### src/hdl/nv_window_consts.vh
// constants for the eeprom and sram register window block
`ifndef NV_WINDOW_CONSTS_VH
`define NV_WINDOW_CONSTS_VH
// ==========================================================
// register offsets
`define NVW_OFF_CONTROL 8'h31
`define NVW_OFF_LIVE_CRC 8'h32
`define NVW_OFF_START_ADDR 8'h33
`define NVW_OFF_EE_WINDOW 8'h34
`define NVW_OFF_SRAM_WINDOW 8'h35
`define NVW_OFF_UNLOCK 8'h38
// ==========================================================
// fields
`define NVW_START_ADDR_MSB 6
`define NVW_ARRAY_ADDR_MSB 4
`define NVW_CTL_PROG_BIT 0
`define NVW_CTL_ERASE_BIT 1
// ==========================================================
// values
`define NVW_UNLOCK_KEY 8'hBE
`define NVW_RST_LIVE_CRC 8'h00
`define NVW_RST_START_ADDR 7'h00
`define NVW_RST_UNLOCK 8'h00
`define NVW_RST_REG_PTR 8'h00
`define NVW_READ_ZERO 8'h00
`endif

### src/hdl/nv_window_access.v
// register-window access to the eeprom and its sram shadow array
// Behaviour
// live crc byte is read-only, resets to zero, follows the crc engine.
// start-address register holds a 7-bit field, top bit reads zero.
// an internal pointer advances; the start register keeps its value.
// array byte address uses only the low five start-address bits.
// first eeprom window read of a transaction returns byte at start.
// each further eeprom window read advances pointer and returns next.
// after first eeprom window access the register address stays put.
// eeprom window session and lock end with the transaction.
// first sram window read of a transaction returns byte at start.
// first sram window write of a transaction stores byte at start.
// each further sram read or write steps to the next sram location.
// sram window locks the register address until transaction end.
// unlock must be written in the transaction before the start bit.
// only the key 0xBE unlocks; the unlock register resets to zero.
// program start fires only after a key-write transaction.
// erase start gated alike; both bits together mean erase+program.
// the five-bit array pointer wraps from the top back to zero.
`default_nettype none
`include "nv_window_consts.vh"

// ==========================================================
// read data buffer
module nv_byte_fifo #(
   parameter WIDTH = 8,
   parameter DEPTH = 32,
   parameter AW = 5
) (
   input wire clk,
   input wire reset,
   input wire in_valid,
   output wire in_ready,
   input wire [WIDTH-1:0] in_data,
   output wire out_valid,
   input wire out_ready,
   output wire [WIDTH-1:0] out_data
);
   reg [WIDTH-1:0] mem [0:DEPTH-1];
   reg [AW:0] wr_ff;
   reg [AW:0] rd_ff;
   wire full;
   wire empty;
   assign empty = (wr_ff == rd_ff);
   assign full = (wr_ff[AW-1:0] == rd_ff[AW-1:0]) &&
                 (wr_ff[AW] != rd_ff[AW]);
   assign in_ready = !full;
   assign out_valid = !empty;
   assign out_data = mem[rd_ff[AW-1:0]];
   always @(posedge clk) begin
      if (in_valid && !full) begin
         mem[wr_ff[AW-1:0]] <= in_data;
      end
   end
   always @(posedge clk) begin
      if (reset) begin
         wr_ff <= {(AW+1){1'b0}};
         rd_ff <= {(AW+1){1'b0}};
      end else begin
         if (in_valid && !full) begin
            wr_ff <= wr_ff + {{AW{1'b0}}, 1'b1};
         end
         if (out_ready && !empty) begin
            rd_ff <= rd_ff + {{AW{1'b0}}, 1'b1};
         end
      end
   end
endmodule

// ==========================================================
// window access top
module nv_window_access #(
   parameter FIFO_DEPTH = 32,
   parameter FIFO_AW = 5,
   parameter ARRAY_BYTES = 32
) (
   input wire clk,
   input wire reset,
   input wire reg_addr_valid,
   input wire [7:0] reg_addr_in,
   input wire wr_valid,
   input wire [7:0] wr_data,
   input wire rd_req,
   output wire rd_req_ready,
   output wire rd_valid,
   input wire rd_ready,
   output wire [7:0] rd_data,
   input wire txn_end,
   input wire [7:0] crc_live_in,
   output reg [4:0] ee_rd_addr_ff,
   input wire [7:0] ee_rd_data,
   input wire [4:0] eng_sram_addr,
   output reg [7:0] eng_sram_data_ff,
   output reg erase_start_ff,
   output reg program_start_ff,
   output reg [7:0] reg_ptr_ff
);
   // ==========================================================
   // state
   reg [7:0] live_crc_ff;
   reg [6:0] start_addr_ff;
   reg [7:0] unlock_ff;
   reg [4:0] ee_ptr_ff;
   reg [4:0] ram_ptr_ff;
   reg ee_sess_ff;
   reg ram_sess_ff;
   reg key_seen_ff;
   reg armed_ff;
   reg pend_ff;
   reg [1:0] pend_src_ff;
   reg [4:0] pend_ram_ff;
   reg [7:0] pend_reg_ff;
   reg [7:0] sram [0:ARRAY_BYTES-1];
   reg [7:0] nxt_reg_ptr;
   reg [4:0] nxt_ee_ptr;
   reg [4:0] nxt_ram_ptr;
   reg nxt_ee_sess;
   reg nxt_ram_sess;
   reg [4:0] acc_addr;
   reg [7:0] reg_value;
   reg [7:0] push_data;
   wire fifo_in_ready;
   wire rd_take;
   wire access;
   wire on_ee;
   wire on_ram;

   localparam SRC_REG = 2'h0;
   localparam SRC_EE = 2'h1;
   localparam SRC_RAM = 2'h2;

   // array address: session start from low start bits, else step on
   function [4:0] array_addr;
      input sess;
      input [6:0] start;
      input [4:0] ptr;
      begin
         if (sess) begin
            array_addr = ptr + 5'h01;
         end else begin
            array_addr = start[`NVW_ARRAY_ADDR_MSB:0];
         end
      end
   endfunction

   // one read in flight keeps the buffer from overrunning
   assign rd_req_ready = fifo_in_ready && !pend_ff;
   assign rd_take = rd_req && rd_req_ready;
   assign access = rd_take || wr_valid;
   assign on_ee = (reg_ptr_ff == `NVW_OFF_EE_WINDOW);
   assign on_ram = (reg_ptr_ff == `NVW_OFF_SRAM_WINDOW);

   // ==========================================================
   // register read mux
   always @* begin
      case (reg_ptr_ff)
         `NVW_OFF_LIVE_CRC: reg_value = live_crc_ff;
         `NVW_OFF_START_ADDR: reg_value = {1'b0, start_addr_ff};
         `NVW_OFF_UNLOCK: reg_value = unlock_ff;
         default: reg_value = `NVW_READ_ZERO;
      endcase
   end

   // ==========================================================
   // pointer and session next state
   always @* begin
      nxt_reg_ptr = reg_ptr_ff;
      nxt_ee_ptr = ee_ptr_ff;
      nxt_ram_ptr = ram_ptr_ff;
      nxt_ee_sess = ee_sess_ff;
      nxt_ram_sess = ram_sess_ff;
      acc_addr = 5'h00;
      if (reg_addr_valid) begin
         nxt_reg_ptr = reg_addr_in;
      end else if (access) begin
         if (on_ee) begin
            // writes to the read-only window still lock the address
            acc_addr = array_addr(ee_sess_ff, start_addr_ff, ee_ptr_ff);
            nxt_ee_ptr = acc_addr;
            nxt_ee_sess = 1'b1;
         end else if (on_ram) begin
            acc_addr = array_addr(ram_sess_ff, start_addr_ff, ram_ptr_ff);
            nxt_ram_ptr = acc_addr;
            nxt_ram_sess = 1'b1;
         end else begin
            nxt_reg_ptr = reg_ptr_ff + 8'h01;
         end
      end
      if (txn_end) begin
         nxt_ee_sess = 1'b0;
         nxt_ram_sess = 1'b0;
      end
   end

   always @* begin
      case (pend_src_ff)
         SRC_EE: push_data = ee_rd_data;
         SRC_RAM: push_data = sram[pend_ram_ff];
         default: push_data = pend_reg_ff;
      endcase
   end

   // ==========================================================
   // sequential state
   always @(posedge clk) begin
      if (reset) begin
         reg_ptr_ff <= `NVW_RST_REG_PTR;
         live_crc_ff <= `NVW_RST_LIVE_CRC;
         start_addr_ff <= `NVW_RST_START_ADDR;
         unlock_ff <= `NVW_RST_UNLOCK;
         ee_ptr_ff <= 5'h00;
         ram_ptr_ff <= 5'h00;
         ee_sess_ff <= 1'b0;
         ram_sess_ff <= 1'b0;
         key_seen_ff <= 1'b0;
         armed_ff <= 1'b0;
         pend_ff <= 1'b0;
         pend_src_ff <= SRC_REG;
         pend_ram_ff <= 5'h00;
         pend_reg_ff <= `NVW_READ_ZERO;
         ee_rd_addr_ff <= 5'h00;
         eng_sram_data_ff <= 8'h00;
         erase_start_ff <= 1'b0;
         program_start_ff <= 1'b0;
      end else begin
         // crc value comes from the engine, never from the array
         live_crc_ff <= crc_live_in;
         reg_ptr_ff <= nxt_reg_ptr;
         ee_ptr_ff <= nxt_ee_ptr;
         ram_ptr_ff <= nxt_ram_ptr;
         ee_sess_ff <= nxt_ee_sess;
         ram_sess_ff <= nxt_ram_sess;
         eng_sram_data_ff <= sram[eng_sram_addr];
         erase_start_ff <= 1'b0;
         program_start_ff <= 1'b0;
         pend_ff <= rd_take && !reg_addr_valid;
         if (rd_take && !reg_addr_valid) begin
            pend_reg_ff <= reg_value;
            pend_ram_ff <= acc_addr;
            if (on_ee) begin
               pend_src_ff <= SRC_EE;
               ee_rd_addr_ff <= acc_addr;
            end else if (on_ram) begin
               pend_src_ff <= SRC_RAM;
            end else begin
               pend_src_ff <= SRC_REG;
            end
         end
         if (wr_valid && !reg_addr_valid) begin
            case (reg_ptr_ff)
               `NVW_OFF_START_ADDR: begin
                  start_addr_ff <= wr_data[`NVW_START_ADDR_MSB:0];
               end
               `NVW_OFF_UNLOCK: begin
                  unlock_ff <= wr_data;
               end
               `NVW_OFF_CONTROL: begin
                  // self-clearing starts, gated by the prior transaction
                  if (armed_ff) begin
                     erase_start_ff <= wr_data[`NVW_CTL_ERASE_BIT];
                     program_start_ff <= wr_data[`NVW_CTL_PROG_BIT];
                  end
               end
               default: begin
               end
            endcase
         end
         // key must land in the transaction just before the start bit
         if (txn_end) begin
            armed_ff <= key_seen_ff ||
                        (wr_valid && !reg_addr_valid &&
                         reg_ptr_ff == `NVW_OFF_UNLOCK &&
                         wr_data == `NVW_UNLOCK_KEY);
            key_seen_ff <= 1'b0;
         end else if (wr_valid && !reg_addr_valid &&
                      reg_ptr_ff == `NVW_OFF_UNLOCK) begin
            key_seen_ff <= (wr_data == `NVW_UNLOCK_KEY);
         end else if (access && !reg_addr_valid) begin
            key_seen_ff <= 1'b0;
         end
      end
   end

   // ==========================================================
   // sram array write port
   always @(posedge clk) begin
      if (wr_valid && !reg_addr_valid && on_ram) begin
         sram[acc_addr] <= wr_data;
      end
   end

   nv_byte_fifo #(
      .WIDTH(8),
      .DEPTH(FIFO_DEPTH),
      .AW(FIFO_AW)
   ) u_rd_fifo (
      .clk(clk),
      .reset(reset),
      .in_valid(pend_ff),
      .in_ready(fifo_in_ready),
      .in_data(push_data),
      .out_valid(rd_valid),
      .out_ready(rd_ready),
      .out_data(rd_data)
   );
endmodule
`default_nettype wire

### config.mk
export PLATFORM = sky130hd
export DESIGN_NAME = nv_window_access
export DESIGN_NICKNAME = d
export VERILOG_FILES = /design/src/hdl/nv_window_access.v
export VERILOG_INCLUDE_DIRS = /design/src /design/src/hdl
export SDC_FILE = /design/constraint.sdc
export NUM_CORES = 1
export LEC_CHECK = 0
export BUFFER_PORTS_ARGS = -buffer_cell sky130_fd_sc_hd__buf_2
export CAP_MARGIN = 20
export CORE_MARGIN = 2
export CORE_UTILIZATION = 60
export CTS_CLUSTER_SIZE = 24
export DETAILED_ROUTE_END_ITERATION = 7
export MAX_ROUTING_LAYER = met4
export PLACE_DENSITY = 0.75
export SKIP_CTS_REPAIR_TIMING = 1
export SYNTH_ARGS = -nofsm -noshare
export SYNTH_HDL_FRONTEND = slang
export SYNTH_SLANG_ARGS = --single-unit
### constraint.sdc
create_clock -name clk -period 7 [get_ports clk]
set_clock_uncertainty 0.2 [all_clocks]
set_input_delay 1.4 -clock clk [delete_from_list [all_inputs] [get_ports clk]]
set_output_delay 1.4 -clock clk [all_outputs]
set_load 0.03 [all_outputs]
### Word-level counts from Yosys, hierarchy flattened

Memory sizes are Yosys's and may differ from the RTL's. A register that Yosys moved wholly into a read port is not among the register bits.
Cells that the tools add are included.

* reductions and logical operators: 27
* order comparisons: 0
* $mul: 0
* mux-type cells: 24
* equal/unequal tests: 14
* shift-type cells: 0
* $add $sub $neg: 5
* div/mod/pow operators: 0
* bitwise gates (word level): 5

Operator list (number)
* two-way mux 5 bit: 10
* == test 8 x 6 -> 1 bit, second input constant: 6
* two-way mux 8 bit: 4
* case mux 8 bit (3 select lines): 1
* case mux 8 bit (2 select lines): 1
* adder 6 x 1 -> 6 bit, second input constant: 2
* logical AND 1 bit: 11
* adder 5 x 1 -> 5 bit, second input constant: 2
* adder 8 x 1 -> 8 bit, second input constant: 1
* == test 8 bit, second input constant: 1
* == test 6 bit: 1
* two-way mux 1 bit: 6
* AND reduction 2 bit: 3
* AND reduction 3 bit: 2
* == test 5 bit: 1
* inverter 1 bit: 5
* zero test 1 bit: 4
* two-way mux 2 bit: 2
* != test 2 bit, second input constant: 2
* AND reduction 4 bit: 1
* nonzero test 2 bit: 2
* OR reduction 4 bit: 1
* == test 2 x 1 -> 1 bit, second input constant: 1
* == test 2 bit, second input constant: 1
* 3 further kinds: 4

* bits in read-only memories: 0
* bits of input ports: 44
* RAM bits: 512
* register bits after elaboration: 80
* memories: 2
* bits in latches: 0
* word-level logic and storage cells: 96

Memory list
* sram: words 32, bits a word 8, read ports 2, clocked after memory_dff 2, write ports 1, line nv_window_access.v:113 `reg [7:0] sram [0:ARRAY_BYTES-1];`
* u_rd_fifo.mem: words 32, bits a word 8, read ports 1, clocked after memory_dff 1, write ports 1, line nv_window_access.v:39 `reg [WIDTH-1:0] mem [0:DEPTH-1];`

### Longest topological paths before layout

* depth in word-level cells: 10
* mapped depth: 9
* depth with buffers taken out: 7

### Modules after synthesis

From an unflattened synthesis, not the netlist that was laid out.

* cells, all modules: 1530
* area, all modules: 26630.5 µm²

By module, submodules not included
* nv_window_access: area each 15950.3 µm², cells an instance 1037, instances 1
* nv_byte_fifo: area each 10680.2 µm², cells an instance 493, instances 1

### Worst setup path after synthesis

No wires, ideal clock.

* kind: reg2out
* start point: register with a tool-made name
* end point: output port rd_data[0]
* cell stages (with the launch flop): 6
* setup slack: 3.273 ns
* data required time: 5.400 ns
* arrival time: 2.127 ns
* cells stage by stage: dfxtp_1 buf_2 buf_2 mux4_2 mux4_2 mux2_2

RTL lines
* end: declaration: line nv_window_access.v:87 `output wire [7:0] rd_data,`

==> results.py <==
metrics = {
    "logic_synthesis": {
        "synth_cells": 1572,
        "yosysWarnings": 0,
        "ys.flop_type": "edfxtp_1",
        "synth_area_leaders": "edfxtp_1 (58%), mux4_2 (17%), dfxtp_1 (7.4%)",
        "synth_nets": 1629,
        "synth_edf_count": 512,
        "ys_types": 71,
        "ys_ff_latch": 610,
        "synth_area_leader_cell": "edfxtp_1",
        "async_flop_share_pct": 0,
        "postSynthAreaPerCell_um2": 17.0,
        "synth_top_area_share_pct": 57.7,
        "netlist_area_um2": 26700,
        "seq_area_frac_synth_pct": 65.0,
    },
    "floorplanning": {
        "dieWidth_um": 215,
        "pin_count": 77,
        "die_h_um": 215,
        "start_util_pct": 60.5,
        "rows": 77,
        "core_um2": 44000,
        "die_area_um2": 46100,
    },
    "cells_and_area": {
        "final_cell_area_um2": 29700,
        "nets": 1695,
        "syn2layout_area_growth_pct": 11.6,
        "final_util_pct": 67.5,
        "layout_common_cells": "edfxtp_1 (512), mux4_2 (205), nor2_1 (133)",
        "drive_gt1_share_pct": 28.8,
        "final_common_cell": "edfxtp_1",
    },
    "power_and_ir_drop": {
        "power.leakage_nw": 9.42,
        "power_density_nw_per_um2": 263,
        "ir_drop_mv": 0.217,
    },
    "setup_path": {
        "critPathMaxStageDelay_ns": 0.94,
        "critPathSlowestCell": "dfxtp_4",
        "cp.required_ns": 5.40,
        "cp_num_buf_inv": 2,
        "endpoint_kind": "output port",
        "rrSetupSlack_ns": 2.86,
        "cp_top_family": "multiplexers",
        "r2r_end": "sram[19][6]",
        "cp_max_fo": 45,
        "rr_startpoint": "reg_ptr_ff[0]",
        "worstPathCellList": "buf_4 -> mux4_2 -> mux4_2 -> mux2_2 -> buf_2",
        "start_kind": "flip-flop",
        "cp-endpoint": "rd_data[7]",
        "path_depth": 5,
        "cp_common_cell": "mux4_2",
        "rr_worst_depth": 7,
        "arrival_ns": 3.64,
        "worstSetupPathType": "flip-flop to output port",
    },
    "drt": {
        "wire_per_inst_um": 29.1,
        "routed-via-count": 15600,
        "dr.pass1.iters": 6,
        "wl_mm": 66.3,
        "viasPerCell": 6.85,
        "drc": 0,
        "first_iter_violations": 2148,
        "ant_nets": 0,
    },
    "place": {
        "gp_congestion": 0.967,
        "dp_hpwl_mm": 42.1,
        "placed_area_um2": 27500,
        "io_buffer_count": 76,
    },
    "sta": {
        "holdWs_ns": 0.251,
        "rsz0062_at_grt": "false",
        "drv_slew": 0,
        "period_share_pct": 74.9,
        "hold_violations": 0,
        "setup_violations": 0,
        "maxSlewHeadroom_pct": 27.1,
        "min_period_ns": 5.24,
        "max_freq_mhz": 191,
        "fin_tns_setup_ns": 0,
        "worst_pin_slew_ns": 1.09,
    },
    "clock_tree": {
        "path_clk_slew_ns": 0.06,
        "cts_buffer_depth": 3,
        "htree_levels": 3,
        "insertion_delay_ns": 0.61,
        "root_buffer": "clkbuf_16",
        "cts_made_buffers": 66,
        "cts_tree": "done",
        "clock-sinks": 610,
    },
    "grt": {
        "first_global_vias": 15100,
        "grt_use_total_pct": 30.1,
        "antenna_found_initial": 1,
        "grt_remaining_overflow": 0,
        "grt_pass1_wl_mm": 98.8,
        "grt_max_degree": 73,
    },
    "flow_run": {
        "maxCapViolations": 0,
    },
    "status": {
        "run_status": "finished clean",
    },
    "worst_hold_path": {
        "hp-class": "flip-flop to flip-flop",
    },
}
sequential cells by signal, indices dropped and copies added, names as in the netlist, 5 cells and up, named ones only:
register / flops
reg_ptr_ff: 8
eng_sram_data_ff: 8
u_rd_fifo.mem: 256
start_addr_ff: 7
pend_ram_ff: 5
u_rd_fifo.wr_ff: 6
u_rd_fifo.rd_ff: 6
pend_reg_ff: 8
sram: 256
ram_ptr_ff: 5
live_crc_ff: 8
ee_rd_addr_ff: 5
ee_ptr_ff: 5
unlock_ff: 8
worst register-to-register path, delay by kind of cell, from the launching register on:
kind | cells | cell delay [ns]
and+or+nand+nor | 3 | 1.85
AOI/OAI and AO/OA | 2 | 0.81
DFF | 1 | 0.42
adders and majority gates | 1 | 0.35
buffers and inverters | 1 | 0.12
routing by layer:
layer | vias up | wire (um) | global-route usage [%]
li1 | 6515 | - | -
met1 | 8056 | 25600 | 42.6
met2 | 913 | 32000 | 45.5
met3 | 133 | 6930 | 6.03
met4 | 0 | 1690 | 8.13
met5 | - | 0 | -
synthesized netlist by cell type, types with 5 or more instances:
cell / n
a211oi_1: 8
a21oi_1: 62
a221oi_1: 14
a22o_1: 9
buf_1: 9
buf_2: 39
clkbuf_1: 55
dfxtp_1: 98
edfxtp_1: 512
ha_1: 13
inv_1: 19
mux2_2: 50
mux2i_1: 39
mux4_2: 205
nand2_1: 51
nand2b_1: 6
nand3_1: 26
nand3b_1: 7
nand4_1: 16
nor2_1: 133
nor2b_1: 15
nor3_1: 11
o211ai_1: 5
o21ai_0: 34
o22ai_1: 14
o31ai_1: 9
or3_1: 8
or4_1: 5
xnor2_1: 12
xor2_1: 7
report_power, final:
| group | internal [W] | switching [W] | total [W] |
|---|---|---|---|
| Clock | 0.00196 | 0.00144 | 0.00340 |
| Combinational | 0.000175 | 0.000242 | 0.000418 |
| Sequential | 0.00395 | 0.0000398 | 0.00399 |
| Total | 0.00609 | 0.00172 | 0.00781 |
how the worst min path moves through the flow:
stage,startpoint,end,slack (ns),cells after the start
after CTS,pend_ram_ff[0],flip-flop,0.25,2
after global placement,pend_ram_ff[0],flip-flop,0.23,2
after floorplan,unlock_ff[2],pend_reg_ff[2],0.23,2
final,pend_ram_ff[0],flip-flop,0.25,2
after global routing,pend_ram_ff[0],flip-flop,0.27,2
after detailed placement,pend_ram_ff[0],flip-flop,0.24,2
kinds of logic after synthesis:
logic type,Yosys count,synth area share [%]
mux,294,20.9
simple gates,308,5.63
flops,610,65.0
compound gates,205,5.28
buf+inv,123,1.93
fa+ha+maj,13,0.610
xor+xnor,19,0.624
metrics by stage:
step	power, W	worst slack, ns	std cells
after global placement	0.00447	2.38	2158
after CTS	0.00783	1.67	2275
after detailed placement	0.00448	2.31	2158
after floorplan	0.00433	3.27	1572
final	0.00781	1.76	2280
after global routing	0.00801	1.51	2279
layout make-up:
| class | instances | area [um2] |
|---|---|---|
| tap | 592 | 741 |
| clock buffer | 85 | 1770 |
| clock inverter | 32 | 354 |
| fill | 2878 | 14300 |
| sequential | 610 | 17300 |
| antenna | 1 | 2.50 |
| multi-input combinational | 839 | 8830 |
| inverter | 19 | 71.3 |
| timing repair buffer | 102 | 618 |
Note: power is estimated with default switching activity, not from simulation.
